<file path="config.mk">
export PLATFORM = sky130hd
export DESIGN_NAME = rps_output_select
export DESIGN_NICKNAME = d
export VERILOG_FILES = /design/src/logic/rps_pkg.sv /design/src/logic/rps_output_select.sv
export SDC_FILE = /design/constraint.sdc
export NUM_CORES = 1
export LEC_CHECK = 0
export ABC_AREA = 1
export BUFFER_PORTS_ARGS = -buffer_cell sky130_fd_sc_hd__buf_2
export CORE_MARGIN = 2
export CORE_UTILIZATION = 25
export DETAILED_ROUTE_END_ITERATION = 12
export GPL_TIMING_DRIVEN = 0
export RECOVER_POWER = 50
export SYNTH_ARGS = -nofsm -noshare
export SYNTH_HDL_FRONTEND = slang
export SYNTH_SLANG_ARGS = --single-unit
</file>
<file path="constraint.sdc">
create_clock -name clock -period 2.26 [get_ports clock]
set_input_delay 0.452 -clock clock [delete_from_list [all_inputs] [get_ports clock]]
set_output_delay 0.452 -clock clock [all_outputs]
set_load 0.1 [all_outputs]
</file>
<file path="src/logic/rps_pkg.sv">
/*
 * rps_pkg: register map, field layout and sizes for the remappable
 * output pin select block.
 * assumes: compiled before rps_output_select; 32-bit AXI4-Lite bus.
 */
`default_nettype none
package rps_pkg;
    // ------------------------------------------------------------
    // register byte offsets
    // ------------------------------------------------------------
    localparam logic [3:0] RPS_OFF_PINS_3_2 = 4'h0;
    localparam logic [3:0] RPS_OFF_PINS_5_4 = 4'h4;
    localparam logic [3:0] RPS_OFF_PINS_7_6 = 4'h8;
    localparam logic [3:0] RPS_OFF_PINS_9_8 = 4'hC;
    // ------------------------------------------------------------
    // field layout and reset
    // ------------------------------------------------------------
    localparam int          RPS_SEL_W      = 6;
    localparam int          RPS_LO_LSB     = 0;
    localparam int          RPS_HI_LSB     = 8;
    localparam logic [15:0] RPS_REG_RESET  = 16'h0000;
    localparam logic [15:0] RPS_IMPL_MASK  = 16'h3F3F;
    localparam int          RPS_NUM_REGS   = 4;
    localparam int          RPS_NUM_PINS   = 8;
    // number of peripheral output signals, value n selects line n
    localparam int          RPS_NUM_PERIPH = 64;
    localparam logic [5:0]  RPS_SEL_NONE   = 6'h00;
    localparam logic [1:0]  RPS_RESP_OKAY  = 2'b00;
    localparam logic [1:0]  RPS_RESP_SLVERR = 2'b10;
endpackage
`default_nettype wire

</file>
<file path="src/logic/rps_output_select.sv">
/*
 * rps_output_select: four selector registers behind AXI4-Lite, each
 * with two 6-bit fields routing one peripheral output onto pins 2..9.
 * assumes: single clock, synchronous active-high reset, peripheral
 * outputs and default port values synchronous to clock.
 */
// Behaviour
// a 6-bit selector value n routes peripheral output n onto its pin.
// bits 13-8 of the first register select the output for pin three.
// bits 5-0 of the first register select the output for pin two.
// the second register holds pin five in bits 13-8 and pin four in bits 5-0.
// the third register holds pin seven in bits 13-8 and pin six in bits 5-0.
// the fourth register holds pin nine in bits 13-8 and pin eight in bits 5-0.
// bits 15-14 and 7-6 read as zero and ignore writes.
// selector bits are read/write and clear to zero at reset.
// selector zero or an undefined number leaves the pin on its port function.
`timescale 1ns/10ps
`default_nettype none
module rps_output_select
    import rps_pkg::*;
(
    // clock and reset
    input  wire logic                      clock,
    input  wire logic                      rst,
    // axi4-lite write address
    input  wire logic                      s_axi_awvalid,
    output var  logic                      s_axi_awready,
    input  wire logic [31:0]               s_axi_awaddr,
    input  wire logic [2:0]                s_axi_awprot,
    // axi4-lite write data
    input  wire logic                      s_axi_wvalid,
    output var  logic                      s_axi_wready,
    input  wire logic [31:0]               s_axi_wdata,
    input  wire logic [3:0]                s_axi_wstrb,
    // axi4-lite write response
    output var  logic                      s_axi_bvalid,
    input  wire logic                      s_axi_bready,
    output var  logic [1:0]                s_axi_bresp,
    // axi4-lite read address
    input  wire logic                      s_axi_arvalid,
    output var  logic                      s_axi_arready,
    input  wire logic [31:0]               s_axi_araddr,
    input  wire logic [2:0]                s_axi_arprot,
    // axi4-lite read data
    output var  logic                      s_axi_rvalid,
    input  wire logic                      s_axi_rready,
    output var  logic [31:0]               s_axi_rdata,
    output var  logic [1:0]                s_axi_rresp,
    // peripheral outputs and port defaults
    input  wire logic [RPS_NUM_PERIPH-1:0] periph_out,
    input  wire logic [RPS_NUM_PINS-1:0]   port_default,
    input  wire logic [RPS_NUM_PERIPH-1:0] periph_defined,
    // pins two to nine, bit 0 is pin two
    output var  logic [RPS_NUM_PINS-1:0]   remap_pin_out,
    output var  logic [RPS_NUM_PINS-1:0]   remap_pin_mapped
);

    // ------------------------------------------------------------
    // register storage
    // ------------------------------------------------------------
    logic [15:0] sel_reg_q [RPS_NUM_REGS];
    logic [15:0] sel_reg_d [RPS_NUM_REGS];

    // ------------------------------------------------------------
    // write channel
    // ------------------------------------------------------------
    logic        aw_held_q;
    logic        w_held_q;
    logic [3:0]  aw_addr_q;
    logic [31:0] w_data_q;
    logic [3:0]  w_strb_q;
    logic        aw_err_q;
    logic        bvalid_q;
    logic [1:0]  bresp_q;
    logic        awready_q;
    logic        wready_q;

    wire logic aw_take   = s_axi_awvalid && awready_q;
    wire logic w_take    = s_axi_wvalid && wready_q;
    wire logic aw_have   = aw_held_q || aw_take;
    wire logic w_have    = w_held_q || w_take;
    wire logic wr_fire   = aw_have && w_have && !bvalid_q;
    wire logic [3:0]  wr_addr = aw_held_q ? aw_addr_q : s_axi_awaddr[3:0];
    wire logic        wr_err  = aw_held_q ? aw_err_q : (s_axi_awaddr[31:4] != 28'h000_0000);
    wire logic [31:0] wr_data = w_held_q ? w_data_q : s_axi_wdata;
    wire logic [3:0]  wr_strb = w_held_q ? w_strb_q : s_axi_wstrb;
    wire logic [1:0]  wr_idx  = wr_addr[3:2];
    wire logic        wr_ok   = !wr_err && (wr_addr[1:0] == 2'b00);

    // handshake state one edge ahead, so each ready is a flop
    wire logic aw_held_d = aw_have && !wr_fire;
    wire logic w_held_d  = w_have && !wr_fire;
    wire logic bvalid_d  = wr_fire || (bvalid_q && !s_axi_bready);

    // byte-lane merge, unimplemented bits forced to zero
    always_comb begin
        for (int i = 0; i < RPS_NUM_REGS; i++) begin
            sel_reg_d[i] = sel_reg_q[i];
            if (wr_fire && wr_ok && (wr_idx == 2'(i))) begin
                if (wr_strb[0]) begin
                    sel_reg_d[i][7:0] = wr_data[7:0] & RPS_IMPL_MASK[7:0];
                end
                if (wr_strb[1]) begin
                    sel_reg_d[i][15:8] = wr_data[15:8] & RPS_IMPL_MASK[15:8];
                end
            end
        end
    end

    // selector registers, cleared at reset
    always_ff @(posedge clock) begin
        for (int i = 0; i < RPS_NUM_REGS; i++) begin
            sel_reg_q[i] <= rst ? RPS_REG_RESET : sel_reg_d[i];
        end
    end

    // write handshake and response
    always_ff @(posedge clock) begin
        if (rst) begin
            aw_held_q <= 1'b0;
            w_held_q  <= 1'b0;
            aw_addr_q <= 4'h0;
            aw_err_q  <= 1'b0;
            w_data_q  <= 32'h0000_0000;
            w_strb_q  <= 4'h0;
            bvalid_q  <= 1'b0;
            bresp_q   <= RPS_RESP_OKAY;
            awready_q <= 1'b0;
            wready_q  <= 1'b0;
        end else begin
            awready_q <= !aw_held_d && !bvalid_d;
            wready_q  <= !w_held_d && !bvalid_d;
            if (wr_fire) begin
                aw_held_q <= 1'b0;
                w_held_q  <= 1'b0;
                bvalid_q  <= 1'b1;
                bresp_q   <= wr_ok ? RPS_RESP_OKAY : RPS_RESP_SLVERR;
            end else begin
                if (aw_take) begin
                    aw_held_q <= 1'b1;
                    aw_addr_q <= s_axi_awaddr[3:0];
                    aw_err_q  <= s_axi_awaddr[31:4] != 28'h000_0000;
                end
                if (w_take) begin
                    w_held_q <= 1'b1;
                    w_data_q <= s_axi_wdata;
                    w_strb_q <= s_axi_wstrb;
                end
                if (bvalid_q && s_axi_bready) begin
                    bvalid_q <= 1'b0;
                end
            end
        end
    end

    // ------------------------------------------------------------
    // read channel
    // ------------------------------------------------------------
    logic        rvalid_q;
    logic [31:0] rdata_q;
    logic [1:0]  rresp_q;
    logic        arready_q;

    wire logic       ar_take = s_axi_arvalid && arready_q;
    wire logic [1:0] rd_idx  = s_axi_araddr[3:2];
    wire logic       rd_ok   = (s_axi_araddr[31:4] == 28'h000_0000) && (s_axi_araddr[1:0] == 2'b00);
    wire logic [15:0] rd_word = sel_reg_q[rd_idx] & RPS_IMPL_MASK;

    // read answer one edge ahead, for the registered arready
    wire logic       rvalid_d = ar_take || (rvalid_q && !s_axi_rready);

    // read data register, upper half reads zero
    always_ff @(posedge clock) begin
        if (rst) begin
            rvalid_q <= 1'b0;
            rdata_q  <= 32'h0000_0000;
            rresp_q  <= RPS_RESP_OKAY;
            arready_q <= 1'b0;
        end else begin
            arready_q <= !rvalid_d;
            if (ar_take) begin
                rvalid_q <= 1'b1;
                rdata_q  <= rd_ok ? {16'h0000, rd_word} : 32'h0000_0000;
                rresp_q  <= rd_ok ? RPS_RESP_OKAY : RPS_RESP_SLVERR;
            end else if (rvalid_q && s_axi_rready) begin
                rvalid_q <= 1'b0;
            end
        end
    end

    // ------------------------------------------------------------
    // pin routing
    // ------------------------------------------------------------
    logic [RPS_SEL_W-1:0]    pin_sel [RPS_NUM_PINS];
    logic [RPS_NUM_PINS-1:0] pin_d;
    logic [RPS_NUM_PINS-1:0] map_d;
    logic [RPS_NUM_PINS-1:0] pin_q;
    logic [RPS_NUM_PINS-1:0] map_q;

    // selector fields per pin
    assign pin_sel[0] = sel_reg_q[0][RPS_LO_LSB +: RPS_SEL_W];
    assign pin_sel[1] = sel_reg_q[0][RPS_HI_LSB +: RPS_SEL_W];
    assign pin_sel[2] = sel_reg_q[1][RPS_LO_LSB +: RPS_SEL_W];
    assign pin_sel[3] = sel_reg_q[1][RPS_HI_LSB +: RPS_SEL_W];
    assign pin_sel[4] = sel_reg_q[2][RPS_LO_LSB +: RPS_SEL_W];
    assign pin_sel[5] = sel_reg_q[2][RPS_HI_LSB +: RPS_SEL_W];
    assign pin_sel[6] = sel_reg_q[3][RPS_LO_LSB +: RPS_SEL_W];
    assign pin_sel[7] = sel_reg_q[3][RPS_HI_LSB +: RPS_SEL_W];

    // select line n, or fall back to the port
    always_comb begin
        for (int p = 0; p < RPS_NUM_PINS; p++) begin
            map_d[p] = (pin_sel[p] != RPS_SEL_NONE) && periph_defined[pin_sel[p]];
            pin_d[p] = map_d[p] ? periph_out[pin_sel[p]] : port_default[p];
        end
    end

    // registered pin drive
    always_ff @(posedge clock) begin
        if (rst) begin
            pin_q <= 8'h00;
            map_q <= 8'h00;
        end else begin
            pin_q <= pin_d;
            map_q <= map_d;
        end
    end

    // ------------------------------------------------------------
    // outputs
    // ------------------------------------------------------------
    assign s_axi_awready    = awready_q;
    assign s_axi_wready     = wready_q;
    assign s_axi_bvalid     = bvalid_q;
    assign s_axi_bresp      = bresp_q;
    assign s_axi_arready    = arready_q;
    assign s_axi_rvalid     = rvalid_q;
    assign s_axi_rdata      = rdata_q;
    assign s_axi_rresp      = rresp_q;
    assign remap_pin_out    = pin_q;
    assign remap_pin_mapped = map_q;

    // ------------------------------------------------------------
    // checks
    // ------------------------------------------------------------
    logic [RPS_SEL_W-1:0]    ref_sel [RPS_NUM_PINS];
    logic [RPS_NUM_PINS-1:0] ref_hit;
    logic [RPS_NUM_PINS-1:0] ref_line;

    // reference field slices, written out apart from the routing
    assign ref_sel[0] = sel_reg_q[0][5:0];
    assign ref_sel[1] = sel_reg_q[0][13:8];
    assign ref_sel[2] = sel_reg_q[1][5:0];
    assign ref_sel[3] = sel_reg_q[1][13:8];
    assign ref_sel[4] = sel_reg_q[2][5:0];
    assign ref_sel[5] = sel_reg_q[2][13:8];
    assign ref_sel[6] = sel_reg_q[3][5:0];
    assign ref_sel[7] = sel_reg_q[3][13:8];

    // reference line and hit per pin
    always_comb begin
        for (int p = 0; p < RPS_NUM_PINS; p++) begin
            ref_hit[p]  = (ref_sel[p] != 6'h00) && periph_defined[ref_sel[p]];
            ref_line[p] = periph_out[ref_sel[p]];
        end
    end

    // routing, field placement, register and reset checks
    chk_pin_route: assert property (@(posedge clock) disable iff (rst)
        1'b1 |=> ((remap_pin_out ^ $past(ref_line)) & $past(ref_hit)) == 8'h00)
        else $error("mapped pin does not follow its selected output");
    chk_pin3_field: assert property (@(posedge clock) disable iff (rst)
        1'b1 |=> ((remap_pin_out ^ $past(ref_line)) & $past(ref_hit) & 8'h02) == 8'h00)
        else $error("pin three selector misplaced");
    chk_pin2_field: assert property (@(posedge clock) disable iff (rst)
        1'b1 |=> ((remap_pin_out ^ $past(ref_line)) & $past(ref_hit) & 8'h01) == 8'h00)
        else $error("pin two selector misplaced");
    chk_pin5_field: assert property (@(posedge clock) disable iff (rst)
        1'b1 |=> ((remap_pin_out ^ $past(ref_line)) & $past(ref_hit) & 8'h0C) == 8'h00)
        else $error("pins five or four selector misplaced");
    chk_pin7_field: assert property (@(posedge clock) disable iff (rst)
        1'b1 |=> ((remap_pin_out ^ $past(ref_line)) & $past(ref_hit) & 8'h30) == 8'h00)
        else $error("pins seven or six selector misplaced");
    chk_pin9_field: assert property (@(posedge clock) disable iff (rst)
        1'b1 |=> ((remap_pin_out ^ $past(ref_line)) & $past(ref_hit) & 8'hC0) == 8'h00)
        else $error("pins nine or eight selector misplaced");
    chk_unimpl_zero: assert property (@(posedge clock) disable iff (rst)
        s_axi_rvalid |-> (s_axi_rdata & 32'hFFFF_C0C0) == 32'h0000_0000)
        else $error("unimplemented bits read nonzero");
    chk_reset_clear: assert property (@(posedge clock)
        $past(rst) |-> sel_reg_q[0] == 16'h0000 && remap_pin_mapped == 8'h00)
        else $error("selectors not cleared by reset");
    chk_write_lands: assert property (@(posedge clock) disable iff (rst)
        wr_fire && wr_ok && wr_idx == 2'h0 && wr_strb[1:0] == 2'h3
        |=> {16'h0000, sel_reg_q[0]} == ($past(wr_data) & 32'h0000_3F3F))
        else $error("accepted write did not land in first register");
    chk_sel_hold: assert property (@(posedge clock) disable iff (rst)
        !(wr_fire && wr_ok) |=> $stable(sel_reg_q[0]))
        else $error("first register changed without an accepted write");
    chk_zero_default: assert property (@(posedge clock) disable iff (rst)
        1'b1 |=> remap_pin_mapped == $past(ref_hit)
            && ((remap_pin_out ^ $past(port_default)) & ~$past(ref_hit)) == 8'h00)
        else $error("unmapped pin did not keep its port function");

endmodule
`default_nettype wire

</file>
After elaboration in Yosys (flattened, before gate mapping)
Memories as Yosys holds them, arrays and structs flattened.
Cells that the tools add are included.
W data, S select, Z words.
- register bits: 80
- bits in writable memories: 64
- output and inout bits: 57
- word-level logic and storage cells: 155
- memories: 1
- $lt $le $gt $ge: 8
- equality and inequality tests: 3
- mux-type cells: 67
- bitwise logic cells: 1
- reductions and logical operators: 59
- memories (name ; depth ; bits a word ; rd ports ; clocked after Yosys merged registers in ; write ports ; RTL line ; text):
    sel_reg_q ; 4 ; 16 ; 5 ; 0 ; 4 ; rps_output_select.sv:61 ; logic [15:0] sel_reg_q [RPS_NUM_REGS];
- operators with widths (operator ; count):
    $mux W16 ; 8
    $bmux W1 S6 ; 16
    $mux W8 ; 8
    $lt A6 B7 Y1 const B ; 8
    $reduce_bool A6 Y1 ; 8
    $mux W1 ; 29
    $logic_and A1 B1 Y1 ; 28
    $logic_not A28 Y1 ; 1
    $mux W14 ; 2
    $reduce_bool A28 Y1 ; 1
    $logic_not A1 Y1 ; 9
    $logic_not A2 Y1 ; 3
    $mux W2 ; 3
    $eq A2 B2 Y1 const B ; 2
    $logic_or A1 B1 Y1 ; 4
    $mux W4 ; 1
    $reduce_and A2 Y1 ; 2
    $reduce_bool A2 Y1 ; 2
    $eq A2 B1 Y1 const B ; 1
    $reduce_or A2 Y1 ; 1
    $not A1 Y1 ; 1

Logic depth before layout (Yosys ltp)
- depth in word-level cells: 8
- depth in mapped cells: 16
- depth with buffers taken out: 15

Worst setup path before layout
Ideal clock, no wire load.
- path type: flip-flop to flip-flop
- from: reg awready_q (netlist: s_axi_awready)
- to: mem sel_reg_q[0][0]
- setup time: 0.132 ns
- arrival time: 2.218 ns
- slack: -0.091 ns
- stages on the path, launching flop included: 9
- period minus slack after synthesis: 2.351 ns
- path through: dfxtp_1 > nand2_1 > nand2_2 > nand2_2 > nor2_4 > buf_4 > nand4_1 > nand2_1 > a21oi_1
- RTL lines (element ; RTL line ; text):
    from (decl) ; rps_output_select.sv:75 ; logic awready_q;
    from (signal assigned) ; rps_output_select.sv:131 ; awready_q <= !aw_held_d && !bvalid_d;
    to (decl) ; rps_output_select.sv:61 ;

==> impl_metrics.json <==
{
  "status": "finished, final reports clean",
  "cp_slowest_stage_delay_ns": 0.45,
  "cts-htree-levels": 3,
  "drive_gt1_frac": 0.1570,
  "fmax_mhz": 450.5,
  "fin_worst_skew_ns": 0.01118,
  "power_frac_clock": 0.303,
  "whs_ns": 0.3220,
  "grt_antenna_before_repair": 8,
  "postRouteWirelength_mm": 106.6,
  "grt_max_degree": 18,
  "grt-ovfl-total": 0,
  "die_h_um": 249.5,
  "leakagePower_uw": 0.008167,
  "core_um2": 59240,
  "grt_use_total": 0.3276,
  "antenna_left": 0,
  "synth_ff_type": "dfxtp_1",
  "synth-seq-cells": 104,
  "clkSlewWorstSetupHoldPaths_ns": 0.08,
  "endpoint_kind": "register",
  "drv_cap": 0,
  "setup_violations": 0,
  "synthTopCellsByArea": "nand2_1 27%, nand3_1 16%, dfxtp_1 14%",
  "combPwrFrac": 0.356,
  "ys_seq_area_frac": 0.1382,
  "cp.arrival_ns": 2.54,
  "hold_violations": 0,
  "syn_avg_cell_area_um2": 5.056,
  "p_sw_frac": 0.4183,
  "multi_input_area_um2": 11110,
  "power_switching_uw": 2339,
  "clk_latency_ns": 0.38,
  "vias": 22690,
  "floorplan.die_area_um2": 62230,
  "cts_tree": "done",
  "power_density_nw_per_um2": 311.9,
  "crit_slowest_cell": "dfxtp_1",
  "dpl_cell_area_um2": 17310,
  "syn_inst": 2979,
  "syn_area_um2": 15060,
  "die_x_um": 249.5,
  "critical_path.most_common_cell": "nand2_1",
  "numCtsBuffers": 9,
  "yosysWarnings": 0,
  "cp_max_fo": 10,
  "min_period_over_period": 0.9821,
  "fillers": 7106,
  "routedWlPerCell_um": 26.35,
  "ir_drop_mv": 0.5555,
  "tightest_slew_ns": 1.210,
  "postCtsHoldBufs": 0,
  "seqPwrFrac": 0.341,
  "crit_type": "reg -> reg",
  "dpl_worst_slack_ns": -0.4406,
  "pin_count": 306,
  "place_congestion": 1.071,
  "stdcell_area_um2": 17930,
  "grt_pass1_vias": 20310,
  "regArea_um2": 2090,
  "min_period_ns": 2.220,
  "nets": 3512,
  "critPathRequiredTime_ns": 2.58,
  "max_slew_margin": 0.1935,
  "synth.distinct_cells": 38,
  "path_cells": "buf_2 > clkinv_2 > nand3_1 > nand3_1 > nand2_1 > nand2_1 > nand2_1 > nand3_1 > nand2_1 > nand2_1 > nor2_1",
  "p_int_uw": 3253,
  "hold_class": "in -> reg",
  "slew_violations": 0,
  "fp-row-count": 89,
  "cts_root_buf": "clkbuf_16",
  "total_power_uw": 5593,
  "yosysMostFrequentCell": "nand2_1",
  "netlist.area_leader.share": 0.2691,
  "drc": 0,
  "netlist_top_cells_count": "1080 x nand2_1, 483 x nand3_1, 233 x a21oi_1",
  "dp_hpwl_mm": 87.89,
  "dr.first_iter.drc_count": 3018,
  "async_flop_share": 0,
  "start_util": 0.2542,
  "start_kind": "register",
  "yosysTopAreaCell": "nand2_1",
  "area_growth_syn_to_layout_pct": 19.06,
  "clock_path_buffers": 2,
  "grt_pass1_wl_mm": 148.1,
  "dp_cells": 4013,
  "via_per_inst": 5.613,
  "cts_sinks": 104,
  "synth_edf_count": 0,
  "fin_ws_ns": 0.04042,
  "io_buffers": 240,
  "finalNonFillerCells": 4043,
  "rsz0062_at_grt": "true",
  "drt_first_pass_iters": 6
}
## area by class of cell
| class | count | area share |
|---|---|---|
| well taps | 773 | 0.05393 |
| diodes | 3 | 0.0004186 |
| plain buffers | 248 | 0.07437 |
| flip-flops and latches | 104 | 0.1165 |
| inverters | 219 | 0.04682 |
| multi-input cells | 2428 | 0.6193 |
| clock inverters | 5 | 0.003628 |
| clock buffers | 10 | 0.01333 |
| repair buffers | 253 | 0.07165 |
## state kept, by name, summed over array words and instances (netlist names), 2 cells and up
signal / cells
aw_addr_q: 4
s_axi_rdata: 12
remap_pin_out: 8
remap_pin_mapped: 8
w_data_q: 12
w_strb_q: 2
sel_reg_q: 48
## routing by layer
| metal | up-vias | GRT usage | routed length [um] |
|---|---|---|---|
| li1 | 10390 | - | - |
| met1 | 10460 | 0.4360 | 43970 |
| met2 | 1524 | 0.5036 | 45060 |
| met3 | 315 | 0.04881 | 10320 |
| met4 | 10 | 0.1862 | 7127 |
| met5 | - | 0 | 74 |
## power by group through the flow
stage	clock [uW]	sequential, uW	combinational [uW]
after floorplan	0	2070	966
final	1690	1900	1990
after global placement	0	1950	1970
after global routing	1790	1910	2090
after CTS	1730	1900	1960
after detailed placement	0	1950	1960
## what timing repair did
item	CTS	global route
pin swaps	0	5
gates resized for setup	37	121
setup buffers	0	13
endpoints found under the setup margin	21	15
## critical path, delay by kind of cell, from the launching register on
family                 cells  cell delay, ns
buffers and inverters      2            0.64
flip-flops                 1            0.45
AND/OR/NAND/NOR            9            1.06
## path summary, 6_finish.rpt
check	start	slack, ns	cells past startpoint	to
max	sel_reg_q[1][2]	0.04	11	remap_pin_out[2]
min	s_axi_wdata[0]	0.32	3	w_data_q[0]
max reg2reg	sel_reg_q[1][2]	0.04	11	remap_pin_out[2]
min reg2reg	s_axi_rdata[13]	0.47	2	s_axi_rdata[13]
## layout by cell type (no fill, tap or decap), types with 6 or more instances in the layout
cell        count
clkbuf_16       9
clkbuf_1       58
buf_4          38
nand3_1       480
o21ai_0       226
nor2_1        177
buf_2         295
nand4_1        47
inv_2           9
clkbuf_2       76
clkinvlp_4      6
nand2_1      1082
nor2_4         13
a21oi_1       233
nor2_2         10
dfxtp_1        98
conb_1         22
inv_1         200
clkbuf_4       27
o211ai_1      103
dfxtp_2         6
## cells by family after synthesis
family	after synthesis	synth area share
and+or+nand+nor	1835	0.5184
other	1	0.0002490
DFF	104	0.1382
buffers and inverters	468	0.1342
AOI/OAI and AO/OA	571	0.2089
## metrics by stage
stage	util	TNS (ns)
2_1_floorplan	-	0
3_3_place_gp	0.2922	-5.338
3_5_place_dp	0.2922	-4.558
4_1_cts	0.2989	0
5_1_grt	0.3026	-0.009718
6_report	0.3027	0
(Power assumes the default switching activity.)
